===== src/hw/usfb_cfg.svh =====
// Purpose: offsets, field positions and reset values of the serial block
// Assumes: byte-wide registers at their printed addresses
// Notes:   included by its bare name
`ifndef USFB_CFG_SVH
`define USFB_CFG_SVH
`define USFB_ADDR_TX_BUF   16'hfd20
`define USFB_ADDR_RX_BUF   16'hfd22
`define USFB_ADDR_FRAME    16'hfd28
`define USFB_ADDR_DIV_LO   16'hfd2c
`define USFB_ADDR_PSR      16'hfd2e
`define USFB_ADDR_STATUS   16'hfd30
`define USFB_REG_RESET     8'h00
`define USFB_PSC_HI        7
`define USFB_PSC_LO        3
`define USFB_DIVH_HI       2
`define USFB_FR_CHAR_HI    1
`define USFB_FR_STOP       2
`define USFB_FR_NINTH      3
`define USFB_FR_PSEL_HI    5
`define USFB_FR_PSEL_LO    4
`define USFB_FR_PEN        6
`define USFB_OVERSAMPLE    4'hf
`define USFB_MID_SAMPLE    4'h7
`define USFB_FIFO_DEPTH    8
`endif


===== src/hw/usfb_pkg.sv =====
// Purpose: shared types of the serial block
// Assumes: constants live in usfb_cfg.svh
// Notes:   encodings of the frame fields
`default_nettype none
package usfb_pkg;
  typedef enum logic [1:0] {
    CHAR_EIGHT = 2'h0,
    CHAR_SEVEN = 2'h1,
    CHAR_NINE  = 2'h2,
    CHAR_LOOP  = 2'h3
  } usfb_char_e;
  typedef enum logic [1:0] {
    PAR_ODD   = 2'h0,
    PAR_EVEN  = 2'h1,
    PAR_MARK  = 2'h2,
    PAR_SPACE = 2'h3
  } usfb_par_e;
  typedef enum {TX_IDLE, TX_RUN} usfb_tx_e;
  typedef enum {RX_IDLE, RX_START, RX_BITS} usfb_rx_e;
endpackage
`default_nettype wire


===== src/hw/usfb_fifo.sv =====
// Purpose: small queue of transmit characters
// Assumes: one clock, push and pop by valid and ready
// Notes:   output word comes from the register array
`default_nettype none
module usfb_fifo #(
  parameter int WIDTH = 8,
  parameter int DEPTH = 8
) (
  input  wire logic             clk_in,
  input  wire logic             rstn_in,
  input  wire logic             in_valid_in,
  output logic                  in_ready_out,
  input  wire logic [WIDTH-1:0] in_data_in,
  output logic                  out_valid_out,
  input  wire logic             out_ready_in,
  output logic      [WIDTH-1:0] out_data_out
);
  localparam int AW = $clog2(DEPTH);
  logic [WIDTH-1:0] mem_ff [DEPTH];
  logic [AW-1:0]    wr_ptr_ff;
  logic [AW-1:0]    rd_ptr_ff;
  logic [AW:0]      count_ff;
  logic             push;
  logic             pop;

  // full and empty taken straight from the fill count
  assign in_ready_out  = (count_ff != (AW+1)'(DEPTH));
  assign out_valid_out = (count_ff != '0);
  assign out_data_out  = mem_ff[rd_ptr_ff];
  assign push          = in_valid_in && in_ready_out;
  assign pop           = out_valid_out && out_ready_in;

  // storage needs no reset, only the pointers and the fill count do
  always_ff @(posedge clk_in) begin
    if (push) begin
      mem_ff[wr_ptr_ff] <= in_data_in;
    end
  end

  // pointers wrap because depth is a power of two
  always_ff @(posedge clk_in or negedge rstn_in) begin
    if (!rstn_in) begin
      wr_ptr_ff <= '0;
      rd_ptr_ff <= '0;
      count_ff  <= '0;
    end else begin
      if (push) wr_ptr_ff <= wr_ptr_ff + 1'b1;
      if (pop) rd_ptr_ff <= rd_ptr_ff + 1'b1;
      count_ff <= count_ff + (AW+1)'(push) - (AW+1)'(pop);
    end
  end
endmodule
`default_nettype wire


===== src/hw/usfb_top.sv =====
// Purpose: frame, baud and data-buffer registers of a serial transceiver
// Assumes: plain register port, read data one cycle after the strobe
// Notes:   transmit characters queue in an eight-word fifo
//
// Local design decision: the strobed register port.
`include "usfb_cfg.svh"
`default_nettype none
// Summary of operation
// - prescaler register: select high, divisor top low
// - divisor register gives low eight divisor bits
// - config registers clear to zero on reset
// - length field picks eight, seven, nine, loopback
// - stop select sends one or two stops
// - ninth-bit control sent only in nine-bit frames
// - parity type odd, even, mark, space
// - parity enable adds parity, ignored nine-bit
// - transmit buffer is writable and readable
// - receive buffer read-only, writes ignored
// - select zero stops clock, else (k+1)/2
// - bit rate is clock/(16*(div+1)*factor)
// - loopback feeds transmit line into receiver
module usfb_top (
  input  wire logic        clk_in,
  input  wire logic        rstn_in,
  input  wire logic [15:0] addr_in,
  input  wire logic [7:0]  wdata_in,
  input  wire logic        wr_in,
  input  wire logic        rd_in,
  output logic      [7:0]  rdata_out,
  input  wire logic        serial_in_pin_in,
  output logic             serial_out_pin_out
);
  logic [7:0]  tx_char_buffer_ff;
  logic [7:0]  rx_char_buffer_ff;
  logic [7:0]  frame_format_reg_ff;
  logic [7:0]  divisor_low_reg_ff;
  logic [7:0]  prescale_reg_ff;
  logic [7:0]  rdata_ff;
  logic        rx_full_ff;
  logic        par_err_ff;
  logic        frm_err_ff;
  logic [4:0]  prescale_select;
  logic [10:0] baud_divisor;
  logic [1:0]  char_len;
  logic        stop_bit_count;
  logic        tx_ninth_bit;
  logic [1:0]  par_type;
  logic        parity_enable;
  logic        nine_bit;
  logic        use_par;
  logic        loopback;
  logic [3:0]  n_data;
  logic        wr_tx;
  logic        fifo_ready;
  logic        fifo_valid;
  logic        fifo_pop;
  logic [7:0]  fifo_data;
  logic [5:0]  pre_acc_ff;
  logic        pre_tick_ff;
  logic [10:0] div_cnt_ff;
  logic        tick16_ff;
  logic        in_meta_ff;
  logic        in_sync_ff;
  logic        rx_line;
  usfb_pkg::usfb_tx_e tx_state_ff;
  logic [11:0] tx_shift_ff;
  logic [11:0] tx_frame;
  logic [3:0]  tx_len;
  logic [3:0]  tx_bits_ff;
  logic [3:0]  tx_tick_ff;
  logic        tx_line_ff;
  logic        tx_par_bit;
  usfb_pkg::usfb_rx_e rx_state_ff;
  logic [3:0]  rx_tick_ff;
  logic [3:0]  rx_idx_ff;
  logic [9:0]  rx_sh_ff;
  logic        rx_done;
  logic        rx_par_exp;
  logic        rx_stop_ok;

  // register fields
  assign prescale_select = prescale_reg_ff[`USFB_PSC_HI:`USFB_PSC_LO];
  assign baud_divisor    = {prescale_reg_ff[`USFB_DIVH_HI:0],
                            divisor_low_reg_ff};
  assign char_len        = frame_format_reg_ff[`USFB_FR_CHAR_HI:0];
  assign stop_bit_count  = frame_format_reg_ff[`USFB_FR_STOP];
  assign tx_ninth_bit    = frame_format_reg_ff[`USFB_FR_NINTH];
  assign par_type = frame_format_reg_ff[`USFB_FR_PSEL_HI:`USFB_FR_PSEL_LO];
  assign parity_enable   = frame_format_reg_ff[`USFB_FR_PEN];

  // frame shape decoded once for both directions
  assign nine_bit = (char_len == usfb_pkg::CHAR_NINE) ||
                    (char_len == usfb_pkg::CHAR_LOOP);
  assign loopback = (char_len == usfb_pkg::CHAR_LOOP);
  assign n_data   = nine_bit ? 4'h9 :
                    (char_len == usfb_pkg::CHAR_SEVEN) ? 4'h7 : 4'h8;
  assign use_par  = parity_enable && !nine_bit;

  // writes to the tx address are refused while the queue is full
  assign wr_tx = wr_in && (addr_in == `USFB_ADDR_TX_BUF) && fifo_ready;

  // configuration registers; no write path exists to the rx buffer
  always_ff @(posedge clk_in or negedge rstn_in) begin
    if (!rstn_in) begin
      frame_format_reg_ff <= `USFB_REG_RESET;
      divisor_low_reg_ff  <= `USFB_REG_RESET;
      prescale_reg_ff     <= `USFB_REG_RESET;
      tx_char_buffer_ff   <= `USFB_REG_RESET;
    end else begin
      if (wr_tx) tx_char_buffer_ff <= wdata_in;
      if (wr_in && addr_in == `USFB_ADDR_FRAME) begin
        frame_format_reg_ff <= {1'b0, wdata_in[6:0]};  // bit 7 reserved
      end
      if (wr_in && addr_in == `USFB_ADDR_DIV_LO) begin
        divisor_low_reg_ff <= wdata_in;
      end
      if (wr_in && addr_in == `USFB_ADDR_PSR) begin
        prescale_reg_ff <= wdata_in;
      end
    end
  end

  // read mux; data stand only in the cycle after the strobe
  always_ff @(posedge clk_in or negedge rstn_in) begin
    if (!rstn_in) begin
      rdata_ff <= 8'h00;
    end else if (rd_in) begin
      case (addr_in)
        `USFB_ADDR_TX_BUF: rdata_ff <= tx_char_buffer_ff;
        `USFB_ADDR_RX_BUF: rdata_ff <= rx_char_buffer_ff;
        `USFB_ADDR_FRAME:  rdata_ff <= frame_format_reg_ff;
        `USFB_ADDR_DIV_LO: rdata_ff <= divisor_low_reg_ff;
        `USFB_ADDR_PSR:    rdata_ff <= prescale_reg_ff;
        `USFB_ADDR_STATUS: rdata_ff <= {3'h0, tx_state_ff ==
                            usfb_pkg::TX_RUN, frm_err_ff, par_err_ff,
                            rx_full_ff, !fifo_ready};
        default:           rdata_ff <= 8'h00;
      endcase
    end else begin
      rdata_ff <= 8'h00;
    end
  end
  assign rdata_out = rdata_ff;

  // status flags; a new event beats the clear by read
  always_ff @(posedge clk_in or negedge rstn_in) begin
    if (!rstn_in) begin
      rx_full_ff <= 1'b0;
      par_err_ff <= 1'b0;
      frm_err_ff <= 1'b0;
    end else begin
      if (rx_done) rx_full_ff <= 1'b1;
      else if (rd_in && addr_in == `USFB_ADDR_RX_BUF) rx_full_ff <= 1'b0;
      if (rx_done && use_par && rx_sh_ff[n_data] != rx_par_exp) begin
        par_err_ff <= 1'b1;
      end else if (rd_in && addr_in == `USFB_ADDR_STATUS) begin
        par_err_ff <= 1'b0;
      end
      if (rx_done && !rx_stop_ok) frm_err_ff <= 1'b1;
      else if (rd_in && addr_in == `USFB_ADDR_STATUS) frm_err_ff <= 1'b0;
    end
  end

  // half-step prescaler: add 2 per clock, wrap at k+1, mean (k+1)/2
  always_ff @(posedge clk_in or negedge rstn_in) begin
    if (!rstn_in) begin
      pre_acc_ff  <= 6'h00;
      pre_tick_ff <= 1'b0;
    end else if (prescale_select == 5'h00) begin
      pre_acc_ff  <= 6'h00;
      pre_tick_ff <= 1'b0;
    end else if (pre_acc_ff + 6'h02 >= {1'b0, prescale_select} + 6'h01) begin
      pre_acc_ff  <= pre_acc_ff + 6'h01 - {1'b0, prescale_select};
      pre_tick_ff <= 1'b1;
    end else begin
      pre_acc_ff  <= pre_acc_ff + 6'h02;
      pre_tick_ff <= 1'b0;
    end
  end

  // divisor stage; one tick16 per divisor+1 prescaler ticks
  always_ff @(posedge clk_in or negedge rstn_in) begin
    if (!rstn_in) begin
      div_cnt_ff <= 11'h000;
      tick16_ff  <= 1'b0;
    end else if (pre_tick_ff && div_cnt_ff >= baud_divisor) begin
      div_cnt_ff <= 11'h000;
      tick16_ff  <= 1'b1;
    end else begin
      if (pre_tick_ff) div_cnt_ff <= div_cnt_ff + 11'h001;
      tick16_ff <= 1'b0;
    end
  end

  // pin synchroniser; only the second stage is read
  always_ff @(posedge clk_in or negedge rstn_in) begin
    if (!rstn_in) begin
      in_meta_ff <= 1'b1;
      in_sync_ff <= 1'b1;
    end else begin
      in_meta_ff <= serial_in_pin_in;
      in_sync_ff <= in_meta_ff;
    end
  end
  assign rx_line = loopback ? tx_line_ff : in_sync_ff;

  usfb_fifo #(
    .WIDTH (8),
    .DEPTH (`USFB_FIFO_DEPTH)
  ) u_tx_fifo (
    .clk_in        (clk_in),
    .rstn_in       (rstn_in),
    .in_valid_in   (wr_tx),
    .in_ready_out  (fifo_ready),
    .in_data_in    (wdata_in),
    .out_valid_out (fifo_valid),
    .out_ready_in  (fifo_pop),
    .out_data_out  (fifo_data)
  );

  // transmit parity and frame image, lsb first, idle ones above
  always_comb begin
    tx_par_bit = 1'b0;
    case (par_type)
      usfb_pkg::PAR_ODD:  tx_par_bit = (char_len == usfb_pkg::CHAR_SEVEN) ?
                                       ~^fifo_data[6:0] : ~^fifo_data;
      usfb_pkg::PAR_EVEN: tx_par_bit = (char_len == usfb_pkg::CHAR_SEVEN) ?
                                       ^fifo_data[6:0] : ^fifo_data;
      usfb_pkg::PAR_MARK: tx_par_bit = 1'b1;
      default:            tx_par_bit = 1'b0;
    endcase
    tx_frame = 12'hfff;
    tx_frame[0] = 1'b0;
    tx_frame[8:1] = fifo_data;
    if (nine_bit) begin
      tx_frame[9] = tx_ninth_bit;
    end else if (char_len == usfb_pkg::CHAR_SEVEN) begin
      tx_frame[8] = use_par ? tx_par_bit : 1'b1;
    end else begin
      tx_frame[9] = use_par ? tx_par_bit : 1'b1;
    end
    tx_len = 4'h1 + n_data + {3'h0, use_par} +
             (stop_bit_count ? 4'h2 : 4'h1);
  end

  // the shifter pops the queue only on a tick16 while idle
  assign fifo_pop = (tx_state_ff == usfb_pkg::TX_IDLE) && tick16_ff &&
                    fifo_valid;

  // transmitter: sixteen ticks per bit
  always_ff @(posedge clk_in or negedge rstn_in) begin
    if (!rstn_in) begin
      tx_state_ff <= usfb_pkg::TX_IDLE;
      tx_shift_ff <= 12'hfff;
      tx_bits_ff  <= 4'h0;
      tx_tick_ff  <= 4'h0;
      tx_line_ff  <= 1'b1;
    end else begin
      case (tx_state_ff)
        usfb_pkg::TX_IDLE: begin
          tx_line_ff <= 1'b1;
          if (fifo_pop) begin
            tx_shift_ff <= tx_frame;
            tx_bits_ff  <= tx_len;
            tx_tick_ff  <= 4'h0;
            tx_line_ff  <= 1'b0;
            tx_state_ff <= usfb_pkg::TX_RUN;
          end
        end
        usfb_pkg::TX_RUN: begin
          if (tick16_ff) begin
            tx_tick_ff <= tx_tick_ff + 4'h1;
            if (tx_tick_ff == `USFB_OVERSAMPLE) begin
              tx_shift_ff <= {1'b1, tx_shift_ff[11:1]};
              tx_line_ff  <= tx_shift_ff[1];
              tx_bits_ff  <= tx_bits_ff - 4'h1;
              if (tx_bits_ff == 4'h1) begin
                tx_line_ff  <= 1'b1;
                tx_state_ff <= usfb_pkg::TX_IDLE;
              end
            end
          end
        end
        default: tx_state_ff <= usfb_pkg::TX_IDLE;
      endcase
    end
  end

  // pin stays idle while the line is looped inside
  always_ff @(posedge clk_in or negedge rstn_in) begin
    if (!rstn_in) serial_out_pin_out <= 1'b1;
    else serial_out_pin_out <= loopback ? 1'b1 : tx_line_ff;
  end

  // receive parity expected from the collected data bits
  always_comb begin
    case (par_type)
      usfb_pkg::PAR_ODD:  rx_par_exp = (char_len == usfb_pkg::CHAR_SEVEN) ?
                                       ~^rx_sh_ff[6:0] : ~^rx_sh_ff[7:0];
      usfb_pkg::PAR_EVEN: rx_par_exp = (char_len == usfb_pkg::CHAR_SEVEN) ?
                                       ^rx_sh_ff[6:0] : ^rx_sh_ff[7:0];
      usfb_pkg::PAR_MARK: rx_par_exp = 1'b1;
      default:            rx_par_exp = 1'b0;
    endcase
  end

  // last sample of a frame is the stop bit
  assign rx_done    = (rx_state_ff == usfb_pkg::RX_BITS) && tick16_ff &&
                      rx_tick_ff == `USFB_OVERSAMPLE &&
                      rx_idx_ff == n_data + {3'h0, use_par};
  assign rx_stop_ok = rx_line;

  // receiver: find start edge, check mid start, sample mid bits
  always_ff @(posedge clk_in or negedge rstn_in) begin
    if (!rstn_in) begin
      rx_state_ff <= usfb_pkg::RX_IDLE;
      rx_tick_ff  <= 4'h0;
      rx_idx_ff   <= 4'h0;
      rx_sh_ff    <= 10'h000;
    end else if (tick16_ff) begin
      rx_tick_ff <= rx_tick_ff + 4'h1;
      case (rx_state_ff)
        usfb_pkg::RX_IDLE: begin
          rx_tick_ff <= 4'h0;
          if (!rx_line) rx_state_ff <= usfb_pkg::RX_START;
        end
        usfb_pkg::RX_START: begin
          if (rx_tick_ff == `USFB_MID_SAMPLE) begin
            rx_tick_ff  <= 4'h0;
            rx_idx_ff   <= 4'h0;
            rx_state_ff <= rx_line ? usfb_pkg::RX_IDLE : usfb_pkg::RX_BITS;
          end
        end
        usfb_pkg::RX_BITS: begin
          if (rx_tick_ff == `USFB_OVERSAMPLE) begin
            rx_idx_ff <= rx_idx_ff + 4'h1;
            if (rx_idx_ff < 4'ha) rx_sh_ff[rx_idx_ff] <= rx_line;
            if (rx_done) rx_state_ff <= usfb_pkg::RX_IDLE;
          end
        end
        default: rx_state_ff <= usfb_pkg::RX_IDLE;
      endcase
    end
  end

  // received character; seven-bit frames read with bit 7 clear
  always_ff @(posedge clk_in or negedge rstn_in) begin
    if (!rstn_in) begin
      rx_char_buffer_ff <= 8'h00;
    end else if (rx_done) begin
      rx_char_buffer_ff <= (char_len == usfb_pkg::CHAR_SEVEN) ?
                           {1'b0, rx_sh_ff[6:0]} : rx_sh_ff[7:0];
    end
  end

  // every check below is muted while reset is held
  default disable iff (!rstn_in);

  a_psr_read: assert property (@(posedge clk_in)
    rd_in && addr_in == `USFB_ADDR_PSR |=>
    rdata_out[7:3] == prescale_select && rdata_out[2:0] == baud_divisor[10:8])
    else $error("prescaler read mismatch");
  a_div_read: assert property (@(posedge clk_in)
    wr_in && addr_in == `USFB_ADDR_DIV_LO ##1 rd_in &&
    addr_in == `USFB_ADDR_DIV_LO |=> rdata_out == $past(wdata_in, 2))
    else $error("divisor low read mismatch");
  a_cfg_reset: assert property (@(posedge clk_in)
    $rose(rstn_in) |-> frame_format_reg_ff == 8'h00 &&
    prescale_reg_ff == 8'h00 && divisor_low_reg_ff == 8'h00)
    else $error("config not clear after reset");
  a_frame_len: assert property (@(posedge clk_in)
    fifo_pop && !use_par && char_len == usfb_pkg::CHAR_EIGHT |=>
    tx_bits_ff == (stop_bit_count ? 4'hb : 4'ha))
    else $error("frame length wrong");
  a_ninth_bit: assert property (@(posedge clk_in)
    fifo_pop && nine_bit |=> tx_shift_ff[9] == $past(tx_ninth_bit))
    else $error("ninth bit not sent");
  a_par_bit: assert property (@(posedge clk_in)
    fifo_pop && use_par && par_type == usfb_pkg::PAR_EVEN &&
    char_len == usfb_pkg::CHAR_EIGHT |=> ^tx_shift_ff[9:1] == 1'b0)
    else $error("even parity wrong");
  a_tx_write: assert property (@(posedge clk_in)
    wr_tx ##1 rd_in && addr_in == `USFB_ADDR_TX_BUF |=>
    rdata_out == $past(wdata_in, 2))
    else $error("tx buffer readback wrong");
  a_rx_readonly: assert property (@(posedge clk_in)
    wr_in && !rx_done |=> $stable(rx_char_buffer_ff))
    else $error("rx buffer changed by write");
  // three zero cycles: a tick already in the pipe may still drain
  a_no_clock: assert property (@(posedge clk_in)
    prescale_select == 5'h00 ##1 prescale_select == 5'h00 ##1
    prescale_select == 5'h00 |-> !pre_tick_ff && !tick16_ff)
    else $error("clock runs with select zero");
  a_loop_route: assert property (@(posedge clk_in)
    loopback |-> rx_line == tx_line_ff ##1 serial_out_pin_out)
    else $error("loopback path wrong");
  a_seven_top: assert property (@(posedge clk_in)
    rx_done && char_len == usfb_pkg::CHAR_SEVEN |=> !rx_char_buffer_ff[7])
    else $error("seven-bit top bit set");
endmodule
`default_nettype wire


===== config.mk =====
export PLATFORM = sky130hd
export DESIGN_NAME = usfb_top
export DESIGN_NICKNAME = d
export VERILOG_FILES = /design/src/hw/usfb_pkg.sv /design/src/hw/usfb_fifo.sv /design/src/hw/usfb_top.sv
export VERILOG_INCLUDE_DIRS = /design/src /design/src/hw
export SDC_FILE = /design/constraint.sdc
export NUM_CORES = 1
export LEC_CHECK = 0
export BUFFER_PORTS_ARGS = -buffer_cell sky130_fd_sc_hd__buf_2
export CAP_MARGIN = 20
export CELL_PAD_IN_SITES_DETAIL_PLACEMENT = 1
export CELL_PAD_IN_SITES_GLOBAL_PLACEMENT = 2
export CORE_AREA = 2 2 167 153
export DETAILED_ROUTE_END_ITERATION = 8
export DIE_AREA = 0 0 169 155
export GPL_TIMING_DRIVEN = 0
export PLACE_DENSITY = 0.82
export SLEW_MARGIN = 20
export SYNTH_ARGS = -nofsm -noshare
export SYNTH_HDL_FRONTEND = slang
export SYNTH_SLANG_ARGS = --single-unit

===== constraint.sdc =====
create_clock -name clk_in -period 2.6 [get_ports clk_in]
set_input_delay 0.39 -clock clk_in [delete_from_list [all_inputs] [get_ports clk_in]]
set_output_delay 0.39 -clock clk_in [all_outputs]
set_load 0.03 [all_outputs]

Yosys cells after proc, flatten, opt, wreduce, memory -nomap -nowiden --
Memory sizes are Yosys's and may differ from the RTL's. Cells that the tools add are included.
Storage, ports and cells: input port bits 29, RAM bits 64, bits in registers 185, logic and storage cells 204, memories 1
Cells by class: equal/unequal tests 31, reduce and logical (&&, ||, !) cells 51, $lt $le $gt $ge 6, add/subtract/negate cells 17, multiplexer cells 70
Memory list:
- u_tx_fifo.mem_ff | words 8, bits a word 8, rd ports 1, clocked after Yosys merged registers in 0, write ports 1, line usfb_fifo.sv:19 | logic [WIDTH-1:0] mem_ff [DEPTH];
Operators with widths (count):
- 32-bit two-way mux | 8
- 16-bit equality test, second input constant | 6
- 32-bit zero test | 3
- 32-bit case mux with 3 select lines | 1
- 32-bit by 1-bit equality test with 1-bit output, second input constant | 2
- 32-bit by 2-bit equality test with 1-bit output, second input constant | 2
- 32-bit case mux with 2 select lines | 1
- 8-bit case mux with 6 select lines | 1
- 4-bit two-way mux | 10
- 12-bit two-way mux | 3
- 32-bit by 3-bit equality test with 1-bit output, second input constant | 1
- 4-bit case mux with 2 select lines | 4
- 1-bit two-way mux | 27
- 12-bit case mux with 2 select lines | 1
- 11-bit two-way mux | 2
- 1-bit logical AND | 20
- 8-bit two-way mux | 2
- 4-bit AND reduction | 4
- 8-bit XNOR reduction | 2
- 8-bit XOR reduction | 2
- 2-bit != test, second input constant | 7
- 7-bit XNOR reduction | 2
- 7-bit XOR reduction | 2
- 4-bit by 1-bit adder with 4-bit output | 3
- 40 further kinds | 59

Depth between registers and ports, before layout --
depth in word-level cells 10, depth in mapped cells 12

Cells and area by module --
From an unflattened synthesis, not the netlist that was laid out.
Unflattened totals: cell total of the unflattened synthesis 759, area total of the unflattened synthesis 9409.0 um^2
Modules (own cells, without submodules):
- usfb_top | area each 6352.3 um^2, times used 1, cells each 611
- usfb_fifo | area each 3056.7 um^2, times used 1, cells each 148

Worst setup path before layout --
OpenSTA, ideal clock, no wires.
kind input to register, from input port addr_in[0], to memory u_tx_fifo.mem_ff[1][0] (enable), path buffers 2, setup time 0.383 ns, required time 2.217 ns, stages on the path 8, path slack -0.307 ns, data arrival time 2.523 ns, path through nor4b_1 nand2b_1 nor3_1 and3_1 clkbuf_1 buf_2 nand2_1 nor3_1
On the way: longest elaborated chain between the ends 6
Ends and longest elaborated chain:
- start, declared | line usfb_top.sv:25 | input wire logic [15:0] addr_in,
- 16-bit equality test
- 1-bit logical AND (2 in series) | line usfb_top.sv:100 | assign wr_tx = wr_in && (addr_in == `USFB_ADDR_TX_BUF) && fifo_ready;
- net u_tx_fifo.in_valid_in | line usfb_fifo.sv:11 | input wire logic in_valid_in,
- 1-bit logical AND | line usfb_fifo.sv:30 | assign push = in_valid_in && in_ready_out;
- 1-bit two-way mux | line usfb_fifo.sv:35 | if (push) begin
- 1-bit two-way mux (not written as such) | line usfb_fifo.sv:36 | mem_ff[wr_ptr_ff] <= in_data_in;
- end, declared | line usfb_fifo.sv:19
The timed path passes the listed nets, and every way through them passes these cells.

Final worst setup path --
from register u_tx_fifo.rd_ptr_ff[1], to register tx_shift_ff[8]
On the way: longest elaborated chain between the ends 9
Ends and longest elaborated chain:
- start, declared | line usfb_fifo.sv:21 | logic [AW-1:0] rd_ptr_ff;
- start signal, assigned | line usfb_fifo.sv:48 | if (pop) rd_ptr_ff <= rd_ptr_ff + 1'b1;
- memory read 8 x 8 bit *
- 8-bit XOR reduction (tied with other cells) | line usfb_top.sv:228 | ^fifo_data[6:0] : ^fifo_data;
- 1-bit two-way mux (on tied branches) | line usfb_top.sv:227, usfb_top.sv:225
- 1-bit case mux with 3 select lines | line usfb_top.sv:224 | case (par_type)
- 1-bit two-way mux | line usfb_top.sv:238 | tx_frame[8] = use_par ? tx_par_bit : 1'b1;
- 1-bit two-way mux | line usfb_top.sv:237 | end else if (char_len == usfb_pkg::CHAR_SEVEN) begin
- 1-bit two-way mux * | line usfb_top.sv:235 | if (nine_bit) begin
- 12-bit two-way mux * | line usfb_top.sv:262 | if (fifo_pop) begin
- 12-bit case mux with 2 select lines * | line usfb_top.sv:259 | case (tx_state_ff)
- end signal, assigned | line usfb_top.sv:263 | tx_shift_ff <= tx_frame;
- end signal, assigned | line usfb_top.sv:274 | tx_shift_ff <= {1'b1, tx_shift_ff[11:1]};
- end, declared | line usfb_top.sv:66 | logic [11:0] tx_shift_ff;
Mark *: on every way between the ends. The rest lies on a longest branch, timed or not. The select of a mux whose other input is x is not followed. A chain may end at the register's enable or synchronous reset.

==> impl_metrics.env <==
export IMPL_outcome="finished with violations"
export IMPL_violations="setup timing"
export IMPL_worstSetupPathType="flop to flop"
export IMPL_track_usage_pct=18.6
export IMPL_die_w_um=169
export IMPL_antenna_found_initial=0
export IMPL_n_fill_cell=2586
export IMPL_worst_pin_slew_ns=0.757
export IMPL_cp_num_buf_inv=1
export IMPL_wl_per_cell_um=19.6
export IMPL_clkTransAtPathRegs_ns=0.08
export IMPL_worstRegToRegCells=10
export IMPL_cts_sinks=185
export IMPL_synth_distinct_cells=58
export IMPL_dp_cells=1136
export IMPL_core_mm2=0.0246
export IMPL_timing_rr_start="u_tx_fifo.rd_ptr_ff[1]"
export IMPL_crit_path_max_incr_delay_ns=0.42
export IMPL_dp_slack_ns=-0.988
export IMPL_worstHoldEndpoint="in_meta_ff"
export IMPL_fp_dieH_um=155
export IMPL_fin_skew_ns=0.0156
export IMPL_cp_common_cell="a221o_1"
export IMPL_rsz0062_at_grt="yes"
export IMPL_fin_crit_ns=2.66
export IMPL_cp_top_family="compound AO/OA/AOI/OAI gates"
export IMPL_report_final_slew_viol_count=0
export IMPL_vias=6279
export IMPL_setup_viol=1
export IMPL_ys_flop_type="dfrtp_1"
export IMPL_cts_buffers=17
export IMPL_ys_async_sr_fraction_pct=65.4
export IMPL_slew_headroom_pct=49.4
export IMPL_mostFrequentLayoutCells="dfrtp_1 (106), edfxtp_1 (64), nand2_1 (55), ha_1 (51)"
export IMPL_grt_pass1_vias=6639
export IMPL_cts_tree="yes"
export IMPL_place_congestion=0.769
export IMPL_grt_pass1_wl_mm=37.3
export IMPL_cp_max_fo=10
export IMPL_synth_net_count=868
export IMPL_fmax_mhz=376
export IMPL_start_kind="flop"
export IMPL_clk_latency_ns=0.46
export IMPL_gr_total_overflow=0
export IMPL_finalWorstSetupSlack_ns=-0.0595
export IMPL_mostFrequentLayoutCell="dfrtp_1"
export IMPL_cp_required_ns=2.99
export IMPL_finalNonFillerCells=1178
export IMPL_ys_seq_area_share_pct=53.0
export IMPL_end_kind="flop"
export IMPL_syn_inst=785
export IMPL_min_period_over_period_pct=102
export IMPL_cts_path_max_buffers=2
export IMPL_stdcell_area_mm2=0.0109
export IMPL_holdCritPathClass="input pin to flop"
export IMPL_crit_slowest_cell="dfrtp_1"
export IMPL_synth_edf_count=64
export IMPL_power_density_mw_per_mm2=627
export IMPL_design_die_area_mm2=0.0262
export IMPL_drc_errors=0
export IMPL_total_power_uw=6860
export IMPL_avgSynthCellArea_um2=11.9
export IMPL_pin_count=38
export IMPL_synth_seq_cells=185
export IMPL_ant_nets=0
export IMPL_cp_depth=10
export IMPL_drt_iter0_drc=354
export IMPL_p_leak_uw=0.00455
export IMPL_hold_viol=0
export IMPL_vias_per_cell=5.33
export IMPL_numPortBuffers=36
export IMPL_path_cells="buf_6, mux2i_1, mux2_2, a221o_1, a211o_1, and3b_1, mux2_4, mux2i_2, a221o_1, nand2_1"
export IMPL_postPlaceCellArea_mm2=0.0100
export IMPL_hold_depth=1
export IMPL_antennaDiodeCount=0
export IMPL_syn_area_mm2=0.00937
export IMPL_ff2ff_setup_slack_ns=-0.06
export IMPL_dp_hpwl_mm=16.0
export IMPL_drive_above_1_share_pct=23.4
export IMPL_h_tree_depth=4
export IMPL_start_util_pct=38.0
export IMPL_hp_start="serial_in_pin_in"
export IMPL_cp_arrival_ns=3.05
export IMPL_crit_reg2reg_capture="tx_shift_ff[8]"
export IMPL_ys_warn_count=0
export IMPL_dr_pass1_iters=4
export IMPL_row_count=55
export IMPL_nets=935
export IMPL_ir_drop_uv=369
export IMPL_root_buffer="clkbuf_16"
export IMPL_drt_total_wl_mm=23.1
export IMPL_drv_cap=0
export IMPL_grt_max_degree=90
export IMPL_areaGrowthSynthToFinish_pct=16.8
-- layer usage --
metal / GRT usage (%) / vias to the layer above / wire, um
met5: 0 / - / 0
met4: 5.66 / 0 / 380
met3: 2.95 / 28 / 508
met2: 31.3 / 59 / 11400
met1: 24.8 / 3216 / 10700
li1: - / 2976 / -
-- cell usage after synthesis (all sizes together) (14+ instances only) --
| library cell | instances | area share (%) |
|---|---|---|
| mux4 | 14 | 3.4 |
| nand2 | 56 | 2.2 |
| dfrtp | 108 | 29 |
| xnor2 | 45 | 4.2 |
| xor2 | 16 | 1.5 |
| a21oi | 37 | 2.0 |
| o21ai | 38 | 2.0 |
| inv | 47 | 1.9 |
| edfxtp | 64 | 21 |
| mux2 | 47 | 5.6 |
| nand3 | 26 | 1.4 |
| nor3 | 16 | 0.91 |
| nor2 | 32 | 1.3 |
| ha | 51 | 6.8 |
| mux2i | 20 | 2.1 |
| clkbuf | 18 | 0.72 |
-- power breakdown --
group | leakage (uW) | total (uW) | internal (uW) | switching [uW]
Combinational | 0.00211 | 919 | 440 | 479
Clock | 0.000303 | 2730 | 1340 | 1390
Sequential | 0.00213 | 3210 | 3110 | 98.7
-- what timing repair did --
item                       4_1_cts  5_1_grt
hold endpoints to repair        22        0
setup endpoints to repair       94       97
setup buffers                    7        5
hold buffers                     1        0
pin swaps                        4        6
resized for setup               33       17
-- final cells by class --
type	instances	area, um^2	area share, %
repair buffers	51	348	3.18
inverters	47	176	1.61
clock inverters	15	196	1.80
multi-input cells	525	4300	39.3
well taps	313	392	3.58
clock buffers	17	425	3.89
plain buffers	25	130	1.19
flip-flops and latches	185	4970	45.4
-- how the worst max path moves through the flow --
stage,from,slack [ns],to
finish,u_tx_fifo.rd_ptr_ff[1],-0.06,tx_shift_ff[8]
global route,u_tx_fifo.rd_ptr_ff[1],-0.18,tx_shift_ff[8]
CTS,u_tx_fifo.rd_ptr_ff[1],-0.06,tx_shift_ff[8]
detailed placement,addr_in[0],-0.99,u_tx_fifo.mem_ff[1][0]
global placement,addr_in[0],-0.82,u_tx_fifo.mem_ff[1][0]
floorplan,addr_in[0],-0.02,u_tx_fifo.mem_ff[7][0]
-- cell families after synthesis --
kind of cell	after synthesis	share of synthesized area (%)
AOI/OAI and AO/OA	144	9.56
xor gates and xnor gates	61	5.70
adders and majority gates	54	7.45
buffers and inverters	75	3.22
DFF	185	53.0
muxes	81	11.2
and+or+nand+nor	185	9.91
-- metrics by stage --
step	utilization, %	hold slack [ns]	TNS (ns)
final	44.4	0.0413	-0.0595
after global routing	44.4	0.0293	-0.220
after CTS	44.0	0.0279	-0.0620
after detailed placement	40.6	0.281	-60.63
after global placement	40.4	0.347	-115.36
after floorplan	-	0.0944	-0.180
-- sequential cells by signal, indices dropped and copies added, names as in the netlist, 8 cells and up --
name / flops
prescale_reg_ff: 8
rx_char_buffer_ff: 8
div_cnt_ff: 11
tx_shift_ff: 9
divisor_low_reg_ff: 8
rdata_out: 8
rx_sh_ff: 10
u_tx_fifo.mem_ff: 64
tx_char_buffer_ff: 8
(Power assumes the default switching activity.)
